### src/uiqc_pkg.sv
package uiqc_pkg;

  // Register map, byte addresses on the AXI4-Lite bus
  localparam logic [3:0] UIQC_OFF_IDCTL  = 4'h0;
  localparam logic [3:0] UIQC_OFF_STATUS = 4'h4;
  localparam int         UIQC_ADDR_W     = 4;

  // Field positions inside the identity and queue control register
  localparam int UIQC_BIT_ENABLE = 0;
  localparam int UIQC_BIT_RXFL   = 1;
  localparam int UIQC_BIT_TXFL   = 2;
  localparam int UIQC_BIT_DMA    = 3;

  // Reset values of the write-side fields
  localparam logic UIQC_RST_DMA    = 1'h0;
  localparam logic UIQC_RST_ENABLE = 1'h1;

  // AXI responses
  localparam logic [1:0] UIQC_RESP_OKAY   = 2'h0;
  localparam logic [1:0] UIQC_RESP_SLVERR = 2'h2;

  // Interrupt source codes, lowest nibble of a read
  localparam logic [3:0] UIQC_ID_NONE    = 4'h1;
  localparam logic [3:0] UIQC_ID_TXEMPTY = 4'h2;
  localparam logic [3:0] UIQC_ID_RXDATA  = 4'h4;
  localparam logic [3:0] UIQC_ID_LINE    = 4'h6;
  localparam logic [3:0] UIQC_ID_BUSY    = 4'h7;
  localparam logic [3:0] UIQC_ID_TIMEOUT = 4'hC;

  // Pending sources, one bit each
  typedef struct packed {
    logic lineStatus;
    logic rxData;
    logic charTimeout;
    logic txEmpty;
    logic busyDetect;
  } uiqc_src_t;

  // Pulses and levels toward the queues and the DMA request logic
  typedef struct packed {
    logic txFlush;
    logic rxFlush;
    logic queueEnable;
    logic dmaScheme;
  } uiqc_ctl_t;

endpackage

### src/uiqc_id_encode.sv
`timescale 1ns/10ps
module uiqc_id_encode
  import uiqc_pkg::*;
(
  input  wire uiqc_src_t  pending,
  output logic [3:0]      irqSourceCode
);

  // Fixed priority: line status, data, timeout, tx empty, busy
  always_comb begin
    if (pending.lineStatus) begin
      irqSourceCode = UIQC_ID_LINE;
    end else if (pending.rxData) begin
      irqSourceCode = UIQC_ID_RXDATA;
    end else if (pending.charTimeout) begin
      irqSourceCode = UIQC_ID_TIMEOUT;
    end else if (pending.txEmpty) begin
      irqSourceCode = UIQC_ID_TXEMPTY;
    end else if (pending.busyDetect) begin
      irqSourceCode = UIQC_ID_BUSY;
    end else begin
      irqSourceCode = UIQC_ID_NONE;
    end
  end

endmodule

### src/uart_irq_id_fifo_control.sv
// Contract
// - A read of offset 0 returns the pending interrupt identifier in bits 3 to 0.
// - Identifier codes: none 1, tx empty 2, data 4, line 6, busy 7, timeout C.
// - Written bit 3 selects DMA request signalling scheme zero or one.
// - Writing 1 to bit 2 resets the transmit queue control to empty.
// - The transmit flush bit clears itself after taking effect.
// - Writing 1 to bit 1 resets receive queue control; it self-clears.
// - Bit 0 enables queues; any change of it flushes both queues.
`timescale 1ns/10ps
module uart_irq_id_fifo_control
  import uiqc_pkg::*;
(
  input  wire logic                   clk,
  input  wire logic                   srst,
  input  wire logic [UIQC_ADDR_W-1:0] s_axi_awaddr,
  input  wire logic                   s_axi_awvalid,
  output logic                        s_axi_awready,
  input  wire logic [31:0]            s_axi_wdata,
  input  wire logic [3:0]             s_axi_wstrb,
  input  wire logic                   s_axi_wvalid,
  output logic                        s_axi_wready,
  output logic [1:0]                  s_axi_bresp,
  output logic                        s_axi_bvalid,
  input  wire logic                   s_axi_bready,
  input  wire logic [UIQC_ADDR_W-1:0] s_axi_araddr,
  input  wire logic                   s_axi_arvalid,
  output logic                        s_axi_arready,
  output logic [31:0]                 s_axi_rdata,
  output logic [1:0]                  s_axi_rresp,
  output logic                        s_axi_rvalid,
  input  wire logic                   s_axi_rready,
  input  wire uiqc_src_t              pending,
  output uiqc_ctl_t                   queueCtl
);

  typedef struct packed {
    logic                   awHeld;
    logic [UIQC_ADDR_W-1:0] awAddr;
    logic                   wHeld;
    logic [7:0]             wData;
    logic                   wLane;
    logic                   bValid;
    logic [1:0]             bResp;
    logic                   rValid;
    logic [31:0]            rData;
    logic [1:0]             rResp;
    logic                   dmaScheme;
    logic                   queueEnable;
    logic                   txFlush;
    logic                   rxFlush;
  } uiqc_state_t;

  uiqc_state_t st_reg;
  uiqc_state_t st_next;
  logic [3:0]  irqSourceCode;
  logic        doWrite;
  logic        hitCtl;

  // Identifier is purely combinational so a read sees the current source
  uiqc_id_encode u_enc (
    .pending       (pending),
    .irqSourceCode (irqSourceCode)
  );

  // Address and data may arrive in either order; accept while not held and no response is pending
  assign s_axi_awready = !st_reg.awHeld && !st_reg.bValid;
  assign s_axi_wready  = !st_reg.wHeld && !st_reg.bValid;
  assign s_axi_arready = !st_reg.rValid;
  assign s_axi_bvalid  = st_reg.bValid;
  assign s_axi_bresp   = st_reg.bResp;
  assign s_axi_rvalid  = st_reg.rValid;
  assign s_axi_rdata   = st_reg.rData;
  assign s_axi_rresp   = st_reg.rResp;
  assign doWrite       = st_reg.awHeld && st_reg.wHeld && !st_reg.bValid;
  assign hitCtl        = st_reg.awAddr == UIQC_OFF_IDCTL;

  // Control outputs straight from flops; flush bits are one-cycle pulses
  assign queueCtl.txFlush     = st_reg.txFlush;
  assign queueCtl.rxFlush     = st_reg.rxFlush;
  assign queueCtl.queueEnable = st_reg.queueEnable;
  assign queueCtl.dmaScheme   = st_reg.dmaScheme;

  // Next state: bus handshakes and control field updates
  always_comb begin
    st_next         = st_reg;
    st_next.txFlush = 1'h0;
    st_next.rxFlush = 1'h0;
    if (s_axi_awvalid && s_axi_awready) begin
      st_next.awHeld = 1'h1;
      st_next.awAddr = s_axi_awaddr;
    end
    if (s_axi_wvalid && s_axi_wready) begin
      st_next.wHeld = 1'h1;
      st_next.wData = s_axi_wdata[7:0];
      st_next.wLane = s_axi_wstrb[0];
    end
    if (doWrite) begin
      st_next.awHeld = 1'h0;
      st_next.wHeld  = 1'h0;
      st_next.bValid = 1'h1;
      st_next.bResp  = UIQC_RESP_OKAY;
      if (hitCtl && st_reg.wLane) begin
        st_next.dmaScheme   = st_reg.wData[UIQC_BIT_DMA];
        st_next.queueEnable = st_reg.wData[UIQC_BIT_ENABLE];
        // A change of the enable flushes both queues
        if (st_reg.wData[UIQC_BIT_ENABLE] != st_reg.queueEnable) begin
          st_next.txFlush = 1'h1;
          st_next.rxFlush = 1'h1;
        end
        if (st_reg.wData[UIQC_BIT_TXFL]) begin
          st_next.txFlush = 1'h1;
        end
        if (st_reg.wData[UIQC_BIT_RXFL]) begin
          st_next.rxFlush = 1'h1;
        end
      end else if (!hitCtl && st_reg.awAddr != UIQC_OFF_STATUS) begin
        st_next.bResp = UIQC_RESP_SLVERR;
      end
    end
    if (st_reg.bValid && s_axi_bready) begin
      st_next.bValid = 1'h0;
    end
    // A read of offset 0 returns the live identifier; offset 4 returns the written controls
    if (s_axi_arvalid && s_axi_arready) begin
      st_next.rValid = 1'h1;
      st_next.rResp  = UIQC_RESP_OKAY;
      st_next.rData  = 32'h0000_0000;
      if (s_axi_araddr == UIQC_OFF_IDCTL) begin
        st_next.rData[3:0] = irqSourceCode;
      end else if (s_axi_araddr == UIQC_OFF_STATUS) begin
        st_next.rData[UIQC_BIT_ENABLE] = st_reg.queueEnable;
        st_next.rData[UIQC_BIT_DMA]    = st_reg.dmaScheme;
      end else begin
        st_next.rResp = UIQC_RESP_SLVERR;
      end
    end else if (st_reg.rValid && s_axi_rready) begin
      st_next.rValid = 1'h0;
    end
  end

  // Single state register, synchronous reset
  always_ff @(posedge clk) begin
    if (srst) begin
      st_reg             <= '0;
      st_reg.dmaScheme   <= UIQC_RST_DMA;
      st_reg.queueEnable <= UIQC_RST_ENABLE;
    end else begin
      st_reg <= st_next;
    end
  end

  // Assertions: a read hands back the code seen at its address edge
  property p_read_id;
    @(posedge clk) disable iff (srst)
      (s_axi_arvalid && s_axi_arready && s_axi_araddr == UIQC_OFF_IDCTL)
      |=> (s_axi_rdata[3:0] == $past(irqSourceCode) && s_axi_rvalid);
  endproperty
  a_read_id: assert property (p_read_id)
    else $error("read id wrong");

  property p_none_code;
    @(posedge clk) disable iff (srst)
      (pending == '0) |-> (irqSourceCode == UIQC_ID_NONE);
  endproperty
  a_none_code: assert property (p_none_code)
    else $error("none code");

  property p_line_first;
    @(posedge clk) disable iff (srst)
      pending.lineStatus |-> (irqSourceCode == UIQC_ID_LINE);
  endproperty
  a_line_first: assert property (p_line_first)
    else $error("line prio");

  // Busy has the lowest priority, so it shows only when alone
  property p_busy_last;
    @(posedge clk) disable iff (srst)
      (pending == uiqc_src_t'(5'h01)) |-> (irqSourceCode == UIQC_ID_BUSY);
  endproperty
  a_busy_last: assert property (p_busy_last)
    else $error("busy code");

  // No stale code: the identifier follows the sources in the same cycle
  property p_id_follows;
    @(posedge clk) disable iff (srst)
      (pending.rxData && !pending.lineStatus)
      |-> (irqSourceCode == UIQC_ID_RXDATA);
  endproperty
  a_id_follows: assert property (p_id_follows)
    else $error("id not live");

  property p_dma_sel;
    @(posedge clk) disable iff (srst)
      (doWrite && hitCtl && st_reg.wLane)
      |=> queueCtl.dmaScheme == $past(st_reg.wData[UIQC_BIT_DMA]);
  endproperty
  a_dma_sel: assert property (p_dma_sel)
    else $error("dma scheme");

  // The scheme moves only on an accepted write to the control word
  property p_dma_hold;
    @(posedge clk) disable iff (srst)
      !(doWrite && hitCtl && st_reg.wLane) |=> $stable(queueCtl.dmaScheme);
  endproperty
  a_dma_hold: assert property (p_dma_hold)
    else $error("dma scheme moved");

  property p_tx_flush;
    @(posedge clk) disable iff (srst)
      (doWrite && hitCtl && st_reg.wLane && st_reg.wData[UIQC_BIT_TXFL])
      |=> queueCtl.txFlush;
  endproperty
  a_tx_flush: assert property (p_tx_flush)
    else $error("tx flush");

  // A flush pulse only ever rides along with the write response
  property p_flush_with_b;
    @(posedge clk) disable iff (srst)
      (queueCtl.txFlush || queueCtl.rxFlush) |-> s_axi_bvalid;
  endproperty
  a_flush_with_b: assert property (p_flush_with_b)
    else $error("flush without write");

  property p_tx_selfclr;
    @(posedge clk) disable iff (srst)
      queueCtl.txFlush |=> !queueCtl.txFlush;
  endproperty
  a_tx_selfclr: assert property (p_tx_selfclr)
    else $error("tx not clr");

  // Checked one edge after each reset edge, once the reset has landed
  property p_reset_val;
    @(posedge clk) srst |=> (queueCtl.dmaScheme == UIQC_RST_DMA
      && !queueCtl.txFlush && !queueCtl.rxFlush
      && queueCtl.queueEnable == UIQC_RST_ENABLE);
  endproperty
  a_reset_val: assert property (p_reset_val)
    else $error("reset value");

  property p_rx_flush;
    @(posedge clk) disable iff (srst)
      (doWrite && hitCtl && st_reg.wLane && st_reg.wData[UIQC_BIT_RXFL])
      |=> queueCtl.rxFlush ##1 !queueCtl.rxFlush;
  endproperty
  a_rx_flush: assert property (p_rx_flush)
    else $error("rx flush");

  property p_rx_selfclr;
    @(posedge clk) disable iff (srst)
      queueCtl.rxFlush |=> !queueCtl.rxFlush;
  endproperty
  a_rx_selfclr: assert property (p_rx_selfclr)
    else $error("rx not clr");

  property p_enable_chg;
    @(posedge clk) disable iff (srst)
      $changed(queueCtl.queueEnable)
      |-> (queueCtl.txFlush && queueCtl.rxFlush);
  endproperty
  a_enable_chg: assert property (p_enable_chg)
    else $error("enable flush");

endmodule

### config.mk
export PLATFORM = sky130hd
export DESIGN_NAME = uart_irq_id_fifo_control
export DESIGN_NICKNAME = d
export VERILOG_FILES = /design/src/uiqc_pkg.sv /design/src/uiqc_id_encode.sv /design/src/uart_irq_id_fifo_control.sv
export SDC_FILE = /design/constraint.sdc
export NUM_CORES = 1
export LEC_CHECK = 0
export ABC_AREA = 1
export BUFFER_PORTS_ARGS = -buffer_cell sky130_fd_sc_hd__buf_4
export CORE_ASPECT_RATIO = 0.75
export CORE_MARGIN = 5
export CORE_UTILIZATION = 39
export DETAILED_ROUTE_END_ITERATION = 8
export GPL_TIMING_DRIVEN = 0
export PLACE_DENSITY = 0.85
export SLEW_MARGIN = 20
export SYNTH_ARGS = -nofsm -noshare
export SYNTH_HDL_FRONTEND = slang
export SYNTH_HIERARCHICAL = 1
export SYNTH_SLANG_ARGS = --single-unit
### constraint.sdc
create_clock -name clk -period 1.15 [get_ports clk]
set_input_delay 0 -clock clk [delete_from_list [all_inputs] [get_ports clk]]
set_output_delay 0 -clock clk [all_outputs]
set_load 0.1 [all_outputs]
== Word-level counts from Yosys, hierarchy flattened ==
Index checks and enable logic that the tools add are counted.

* Input port bits: 56
* Word-level logic and storage cells: 61
* Bits in registers: 25

* Mux-type cells: 19
* Bitwise operators: 2
* Reductions and logical operators: 23
* Equal/unequal tests: 3

{| class="wikitable"
|+ Operator list
! kind !! count
|-
| 2-to-1 mux 4 bit || 4
|-
| 2-to-1 mux 2 bit || 6
|-
| logical AND 1 bit || 11
|-
| zero test 4 bit || 2
|-
| 2-to-1 mux 1 bit || 8
|-
| zero test 1 bit || 5
|-
| == test 4 x 3 -> 1 bit (second input constant) || 1
|-
| inequality test 4 x 3 -> 1 bit (second input constant) || 1
|-
| OR reduction 2 bit || 2
|-
| 2-to-1 mux 3 bit || 1
|-
| OR reduction 3 bit || 1
|-
| NOT 1 bit || 2
|-
| AND reduction 2 bit || 1
|-
| nonzero test 2 bit || 1
|-
| inequality test 1 bit || 1
|}

== Logic depth before layout (Yosys ltp) ==
Gate-level depths: netlist of run 1.

* Depth in word-level cells: 6
* Mapped depth: 7
* Gate-level depth less buffers: 7

== Hierarchy ==
The synthesis of run 1 kept the hierarchy.

{| class="wikitable"
|+ Modules (own cells, without submodules)
! module !! cells each !! times used !! area each (um^2)
|-
| uart_irq_id_fifo_control || 164 || 1 || 1221.2
|-
| uiqc_id_encode || 12 || 1 || 52.6
|}

== Least setup slack after synthesis of run 1 ==
Ideal clock, no wire load.

* Path kind: register to register
* Start: reg st_reg (netlist bit s_axi_bvalid)
* End: reg st_reg[53] (netlist name)
* Path slack: -1.597 ns
* Required time: 1.027 ns
* Data arrival time: 2.624 ns
* Stages on the path, launching flop included: 5
* Period minus slack after synthesis: 2.747 ns
* Path buffers: 0
* Cells stage by stage: dfxtp_1 > nor2_1 > nand2_2 > o21ai_0 > a21oi_1

* Longest elaborated chain between the ends: 3

{| class="wikitable"
|+ RTL lines
! what !! line !! source
|-
| from (decl) || uart_irq_id_fifo_control.sv:53 || <nowiki>uiqc_state_t st_reg;</nowiki>
|-
| from (signal assigned) || uart_irq_id_fifo_control.sv:148 || <nowiki>st_reg <= st_next;</nowiki>
|-
| zero test 1 bit || uart_irq_id_fifo_control.sv:66 || <nowiki>assign s_axi_awready = !st_reg.awHeld && !st_reg.bValid;</nowiki>
|-
| logical AND 1 bit || uart_irq_id_fifo_control.sv:66 ||
|-
| net s_axi_awready || uart_irq_id_fifo_control.sv:17 || <nowiki>output logic s_axi_awready,</nowiki>
|-
| logical AND 1 bit || uart_irq_id_fifo_control.sv:88 || <nowiki>if (s_axi_awvalid && s_axi_awready) begin</nowiki>
|}

The timed path passes the listed nets, and every way through them passes these cells.
A chain may end at the register's enable or synchronous reset.

== Worst setup path after layout of run 1 ==
* Start: reg st_reg (netlist bit queueCtl[1])
* End: out queueCtl[1] (netlist name)

{| class="wikitable"
|+ RTL lines
! what !! line !! source
|-
| to (decl) || uart_irq_id_fifo_control.sv:33 || <nowiki>output uiqc_ctl_t queueCtl</nowiki>
|}

No word-level cell between the ends.

==> results of run 1 <==
-- through the flow --
step | instance area, um2 | hold slack (ps) | setup TNS, ps
CTS | 1890 | 4.61 | 0
floorplan | 1420 | 62.7 | -3190
global route | 1890 | 10.7 | 0
global placement | 1760 | 213 | 0
detailed placement | 1760 | 215 | 0
finish | 1890 | 7.01 | 0
-- routing by layer --
metal	part of all wire	GRT usage	vias to the layer above
met3	0.082	0.0456	4
met1	0.41	0.133	492
met5	0	0	-
met2	0.50	0.212	44
li1	-	-	641
met4	0.0098	0.0355	0
-- worst min-delay path: stages --
cell and delay [ps]:
buf_4 80, o21ai_1 50, a21oi_1 100
-- cell usage in the layout (no fill, tap or decap) --
cell | netlist | layout
nand3_1 | 7 | 7
conb_1 | 1 | 30
dfxtp_1 | 23 | 21
o21a_1 | 1 | 1
dlygate4sd3_1 | 0 | 8
clkinv_2 | 1 | 2
nand3_2 | 1 | 1
xor2_1 | 1 | 1
dfxtp_4 | 0 | 2
inv_1 | 17 | 16
nor3b_1 | 1 | 1
a31oi_1 | 1 | 1
a21oi_1 | 6 | 6
nand4_1 | 6 | 6
nand2_4 | 0 | 2
o21ai_0 | 11 | 2
nor2_1 | 35 | 33
nand2_1 | 15 | 15
clkinvlp_4 | 0 | 1
o21ai_1 | 0 | 9
nor2_4 | 0 | 3
clkbuf_8 | 0 | 3
buf_4 | 41 | 80
inv_2 | 1 | 1
nor2_2 | 5 | 4
-- what timing repair did --
action	4_1_cts	5_1_grt
setup endpoints to repair	0	1
hold endpoints to repair	9	0
resized for setup	0	1
hold buffers	8	0
-- final cells by class --
class	count	area, um2
buffer	41	308
clock buffer	3	41.3
clock inverter	1	5.00
fill	291	1330
inverter	19	76.3
multi-input combinational	122	572
sequential	23	468
tap	40	50.0
timing repair buffer	47	373
-- kinds of logic (layout without fill, tap and decap cells) --
family          after synthesis  in the layout  share of synthesized area
flops                        23             23                      0.361
compound gates               19             19                     0.0776
simple gates                 72             72                      0.252
xor+xnor                      1              1                    0.00688
other cells                   1             30                    0.00294
buf+inv                      60            111                      0.299
-- power groups by stage --
stage	Clock, mW	Combinational, mW	Sequential, mW
after detailed placement	0	1.05	0.907
after CTS	0.505	1.07	0.888
final	0.484	1.08	0.889
after global routing	0.540	1.13	0.898
after global placement	0	1.04	0.904
after floorplan	0	0.871	0.929
-- synth_stat cells --
| cell | n | area [um2] |
|---|---|---|
| inv_1 | 17 | 63.8 |
| buf_4 | 41 | 308 |
| xor2_1 | 1 | 8.76 |
| clkinv_2 | 1 | 5.00 |
| nand2_1 | 15 | 56.3 |
| nor2_2 | 5 | 31.3 |
| o21ai_0 | 11 | 55.1 |
| nand3_2 | 1 | 10.0 |
| nor2_1 | 35 | 131 |
| nand2_2 | 2 | 12.5 |
| a31oi_1 | 1 | 6.26 |
| a21oi_1 | 6 | 30.0 |
| o21a_1 | 1 | 7.51 |
| conb_1 | 1 | 3.75 |
| nand4_1 | 6 | 37.5 |
| nand3_1 | 7 | 35.0 |
| dfxtp_1 | 23 | 460 |
| inv_2 | 1 | 3.75 |
| nor3b_1 | 1 | 7.51 |
-- path summary, 6_finish.rpt --
check / slack, ps / start / cells past startpoint / to
worst min register to register: 460 / st_reg[53] / 2 / st_reg[53]
worst max-delay path: 70 / queueCtl[1] / 2 / queueCtl[1]
worst max register to register: 120 / s_axi_bvalid / 6 / queueCtl[1]
worst min-delay path: 7 / s_axi_awaddr[1] / 3 / st_reg[53]
==> flow_summary.toml, run 1 <==
[clocking]
clockBufferDepth = 2
cts_buffers = 3
numClockSinks = 23
clk_latency_ps = 260
post_cts_buffers = 0
htree_levels = 1
root_buffer = "clkbuf_8"
cts.clk_slew.worst_paths_ps = 70
cts_tree = "done"

[layout]
num_antenna_cells = 0
layout.nets = 313
largest_register_ffs = 11
area_growth_pct = 48.6
drive_gt1_frac = 0.387
final_cells = 296
fin_util = 0.588

[logic_synthesis]
ys_warn_count = 6
avgSynthCellArea_um2 = 7.24
netlist_area_um2 = 1270
ys_ff_latch = 23
synth_seq_area_share = 0.361
synthCells = 176
synth_cell_types = 19

[worst_setup_path]
critical_path.top_delay_family = "buffers and inverters"
slowest_stage = "dfxtp_1"
critPathArrivalTime_ps = 1080
cp_num_buf_inv = 2
critPathMaxFanout = 4
end_kind = "output port"
start_kind = "flop"
slowest_delay_ps = 410
worstSetupPathType = "reg -> out"
crit_required_ps = 1150
crit_top_cell = "buf_4"
path_cells = "buf_4 -> buf_4"

[global_route]
antenna_found_initial = 0
grt_max_degree = 14
gr-total-overflow = 0
grt_pass1_wl_um = 4430
first_global_vias = 1033
grt_usage = 0.119

[sta]
slew_viol_final = 0
fmax_ghz = 0.925
final-setup-viol-count = 0
skew_ps = 4.34
min_period_ps = 1080
grt_setup_unrepaired = "false"
fin_crit_sh = 0.940
fin_ws_ps = 69.3
hold_viol = 0

[floorplan]
initial_utilization = 0.395
die_area_um2 = 4520
pin_count = 101
core_um2 = 3220
die_width_um = 76.0
fp.dieH_um = 59.5
fp-row-count = 18

[placement]
dp_worst_setup_slack_ps = 123
hpwl_um = 2270
place_inst = 284
routabilityCongestion = 0.779
port_buffers = 39

[power_and_ir_drop]
seqPwrFrac = 0.363
clkPwrFrac = 0.197
switching_share = 0.448
finalPower_mw = 2.45
powerDensity_nw_per_um2 = 1290
ir_worst_vdd_mv = 0.431
switchingPower_mw = 1.10
leakage_nw = 1.02
comb_power_share = 0.439
internal-power_mw = 1.35

[route]
viasPerCell = 3.99
wl_per_cell_um = 9.28
wirelength_um = 2750
ant_nets = 0
vias = 1181
drt_iter0_drc = 60
drt-pass1-iter-count = 4
drc = 0

[worst_hold_path]
holdCritPathClass = "in -> reg"

[run_status]
status = "complete, no violations"

[job]
cap_violations = 0
Power figures use the tool's default switching activity.
==> run 2, diff against run 1 <==
--- a/config.mk
+++ b/config.mk
@@ -13,6 +13,7 @@
 export DETAILED_ROUTE_END_ITERATION = 8
 export GPL_TIMING_DRIVEN = 0
 export PLACE_DENSITY = 0.85
+export RECOVER_POWER = 25
 export SLEW_MARGIN = 20
 export SYNTH_ARGS = -nofsm -noshare
 export SYNTH_HDL_FRONTEND = slang
==> run 2 against run 1 <==
Compared with the run above:
- power down 0.33%
- sequential share of layout area shrank 0.051 points
- critical endpoint unchanged
- fmax up 0.13%
- critical path depth is the same
- global-route usage unchanged
- die area is the same
- utilization down 0.35 points
- final area down 0.60%
==> flow_summary.toml, run 2 (same netlist as run 1, synthesis figures left out) <==
[layout]
final_common_cell = "buf_4"
final_cell_mix = "buf_4 (80), nor2_1 (33), conb_1 (30)"
largest_register_ffs = 11
drive_gt1_frac = 0.379
area_growth_pct = 47.7
fin_util = 0.584
num_antenna_cells = 0
layout.nets = 313

[floorplan]
die_width_um = 76.0
fp.dieH_um = 59.5
initial_utilization = 0.395
fp-row-count = 18
core_um2 = 3220
die_area_um2 = 4520
pin_count = 101

[sta]
grt_setup_unrepaired = "false"
fin_crit_sh = 0.939
fmax_ghz = 0.927
slew_viol_final = 0
skew_ps = 3.49
hold_viol = 0
fin_tns_setup_ps = 0
min_period_ps = 1080
final-setup-viol-count = 0

[placement]
port_buffers = 39
routabilityCongestion = 0.779
hpwl_um = 2270

[clocking]
cts_tree = "done"
htree_levels = 1
clockBufferDepth = 2
numClockSinks = 23
cts.clk_slew.worst_paths_ps = 70
clk_latency_ps = 260
root_buffer = "clkbuf_8"
cts_buffers = 3

[route]
viasPerCell = 3.95
wl_per_cell_um = 9.29
drt_iter0_drc = 59
drt-pass1-iter-count = 4
drc = 0
ant_nets = 0
vias = 1170
wirelength_um = 2750

[worst_setup_path]
start_kind = "flop"
worstSetupPathType = "reg -> out"
critPathArrivalTime_ps = 1080
crit_required_ps = 1150
end_kind = "output port"
critPathMaxFanout = 4

[power_and_ir_drop]
internal-power_mw = 1.35
seqPwrFrac = 0.364
comb_power_share = 0.438
ir_worst_vdd_mv = 0.428
finalPower_mw = 2.44
switchingPower_mw = 1.09
leakage_nw = 1.02
powerDensity_nw_per_um2 = 1300
clkPwrFrac = 0.197
switching_share = 0.447

[global_route]
gr-total-overflow = 0
antenna_found_initial = 0
grt_usage = 0.119
grt_max_degree = 14
grt_pass1_wl_um = 4430
first_global_vias = 1033

[worst_hold_path]
holdCritPathClass = "in -> reg"

[job]
cap_violations = 0

[run_status]
status = "complete, no violations"
-- run 2: cell counts in the layout (fill, tap and decap cells not counted) --
Identical to the previous run, type by type.
-- run 2: timing repair --
action,CTS,global route
setup endpoints to repair,0,1
hold buffers,8,0
gates resized for setup,0,1
endpoints found under the hold margin,9,0
buffers inserted,0,0
-- run 2: area by class of cell --
cell class	count	area [um2]
Buffer	41	308
Timing Repair Buffer	47	373
Multi-Input combinational cell	122	564
Fill cell	292	1340
Clock buffer	3	41.3
Tap cell	40	50.0
Sequential cell	23	464
Inverter	19	76.3
Clock inverter	1	5.00
-- run 2: worst paths after layout --
path,slack (ps),startpoint,depth (start not counted),end
worst min register to register,460,st_reg[53],2,st_reg[53]
worst max register to register,120,s_axi_bvalid,6,queueCtl[1]
worst max-delay path,70,queueCtl[1],2,queueCtl[1]
worst min-delay path,9,s_axi_awaddr[3],3,st_reg[55]
-- run 2: power by group through the flow --
stage	Clock [mW]	Combinational [mW]	Sequential (mW)
after floorplan	0	0.871	0.929
after global placement	0	1.04	0.904
after detailed placement	0	1.05	0.907
after CTS	0.505	1.07	0.888
after global routing	0.540	1.12	0.898
final	0.482	1.07	0.890
-- run 2: critical path, stage by stage (launching register included) --
cell and delay [ps]:
dfxtp_1 410, buf_4 140, buf_4 270
-- run 2: metal layers --
layer / share of wire / GRT usage / up-vias / wire, um
met5: 0 / 0 / - / 0
met3: 0.071 / 0.0456 / 4 / 194
met1: 0.42 / 0.133 / 490 / 1160
met4: 0.0098 / 0.0355 / 0 / 27
met2: 0.50 / 0.212 / 37 / 1370
li1: - / - / 639 / -
-- run 2: metrics by stage --
stage               instance area [um2]  worst slack, ps  hold WS [ps]  instances
finish                             1880             70.7          9.04        296
global route                       1880             12.6          13.0        296
CTS                                1890             60.1          4.61        296
detailed placement                 1760              123           215        284
global placement                   1760              144           213        284
floorplan                          1420             -284          62.7        205
==> run 3, diff against run 2 <==
--- a/config.mk
+++ b/config.mk
@@ -13,7 +13,7 @@
 export DETAILED_ROUTE_END_ITERATION = 8
 export GPL_TIMING_DRIVEN = 0
 export PLACE_DENSITY = 0.85
-export RECOVER_POWER = 25
+export RECOVER_POWER = 50
 export SLEW_MARGIN = 20
 export SYNTH_ARGS = -nofsm -noshare
 export SYNTH_HDL_FRONTEND = slang
==> run 3 against run 2 <==
Compared with the run above:
- power down 0.11%
- final cell count unchanged
- combinational power about the same
- highest routed layer unchanged
==> flow_summary.toml, run 3 (same netlist as run 1, synthesis figures left out) <==
[worst_hold_path]
holdCritPathClass = "in -> reg"
hp-start = "s_axi_awaddr[3]"
worstHoldPathCells = 3
holdPathEnd = "st_reg[55]"

[worst_setup_path]
worstSetupPathType = "reg -> out"
end_kind = "output port"
crit_required_ps = 1150
path_cells = "buf_4 -> buf_4"
rr_startpoint = "s_axi_bvalid"
ff2ff_setup_slack_ps = 120
critPathArrivalTime_ps = 1070
slowest_stage = "dfxtp_1"
rr_endpoint = "queueCtl[1]"
rr_worst_depth = 6
start_kind = "flop"
crit_top_cell = "buf_4"
slowest_delay_ps = 410
critPathMaxFanout = 4

[clocking]
numClockSinks = 23
clockBufferDepth = 2
root_buffer = "clkbuf_8"
cts_buffers = 3
cts_tree = "done"
htree_levels = 1
clk_latency_ps = 260
post_cts_buffers = 0
cts.clk_slew.worst_paths_ps = 70

[route]
drt-pass1-iter-count = 5
ant_nets = 0
vias = 1182
wl_per_cell_um = 9.31
drt_iter0_drc = 61
drc = 0
wirelength_um = 2760
viasPerCell = 3.99

[power_and_ir_drop]
powerDensity_nw_per_um2 = 1300
switching_share = 0.447
leakage_nw = 1.02
seqPwrFrac = 0.365
switchingPower_mw = 1.09
comb_power_share = 0.437
ir_worst_vdd_mv = 0.428
finalPower_mw = 2.44
internal-power_mw = 1.35
clkPwrFrac = 0.198

[global_route]
antenna_found_initial = 0
gr-total-overflow = 0
first_global_vias = 1033
grt_pass1_wl_um = 4430
grt_max_degree = 14
grt_usage = 0.119

[sta]
fmax_ghz = 0.933
hold_viol = 0
fin_crit_sh = 0.932
holdWs_ps = 10.0
skew_ps = 3.22
min_period_ps = 1070
slew_viol_final = 0
final-setup-viol-count = 0
grt_setup_unrepaired = "false"

[layout]
layout.nets = 313
area_growth_pct = 47.6
largest_register_ffs = 11
final_cell_mix = "buf_4 (73), nor2_1 (33), conb_1 (30)"
final_cell_area_um2 = 1880
final_common_cell = "buf_4"
fin_util = 0.584
drive_gt1_frac = 0.375
fill_cells = 293
num_antenna_cells = 0

[placement]
routabilityCongestion = 0.779
hpwl_um = 2270
place_area_um2 = 1760
port_buffers = 39

[floorplan]
core_um2 = 3220
die_area_um2 = 4520
initial_utilization = 0.395
pin_count = 101
fp.dieH_um = 59.5
die_width_um = 76.0
fp-row-count = 18

[job]
cap_violations = 0

[run_status]
status = "complete, no violations"
## run 3: critical path, delay by kind of cell, from the launching register on
kind                   cells  cell delay (ps)
flip-flops                 1              410
buffers and inverters      2              400
## run 3: stage by stage
stage          std cells  setup slack [ps]  TNS [ps]
6_report             296              78.5         0
5_1_grt              296              12.6         0
4_1_cts              296              60.1         0
3_5_place_dp         284               123         0
3_3_place_gp         284               144         0
2_1_floorplan        205              -284     -3190
## run 3: power groups by stage
| stage | combinational (mW) | sequential, mW | clock, mW |
|---|---|---|---|
| 4_1_cts | 1.07 | 0.888 | 0.505 |
| 5_1_grt | 1.12 | 0.898 | 0.540 |
| 3_3_place_gp | 1.04 | 0.904 | 0 |
| 2_1_floorplan | 0.871 | 0.929 | 0 |
| 6_report | 1.07 | 0.889 | 0.482 |
| 3_5_place_dp | 1.05 | 0.907 | 0 |
## run 3: area by class of cell
type | instances | area [um2] | share of cell area
Sequential cell | 23 | 464 | 0.247
Timing Repair Buffer | 47 | 373 | 0.198
Buffer | 41 | 308 | 0.164
Clock inverter | 1 | 5.00 | 0.00266
Multi-Input combinational cell | 122 | 564 | 0.300
Tap cell | 40 | 50.0 | 0.0266
Inverter | 19 | 75.1 | 0.0399
Clock buffer | 3 | 41.3 | 0.0220
## run 3: how the worst max path moves through the flow
stage	start	endpoint	slack, ps
floorplan	s_axi_rvalid	s_axi_rvalid	-280
global placement	s_axi_rvalid	s_axi_rdata[0]	140
detailed placement	s_axi_rvalid	s_axi_rdata[2]	120
CTS	st_reg[56]	s_axi_awready	60
global route	st_reg[56]	queueCtl[1]	10
finish	queueCtl[1]	queueCtl[1]	80
## run 3: metal layers
layer / share of wire / GRT usage / routed length, um / vias up
li1: - / - / - / 639
met1: 0.41 / 0.133 / 1140 / 494
met2: 0.50 / 0.212 / 1370 / 43
met3: 0.077 / 0.0456 / 213 / 6
met4: 0.012 / 0.0355 / 34 / 0
met5: 0 / 0 / 0 / -
## run 3: repair_timing
action	CTS	global route
resized for setup	0	1
endpoints found under the hold margin	9	0
hold buffers	8	0
endpoints found under the setup margin	0	1
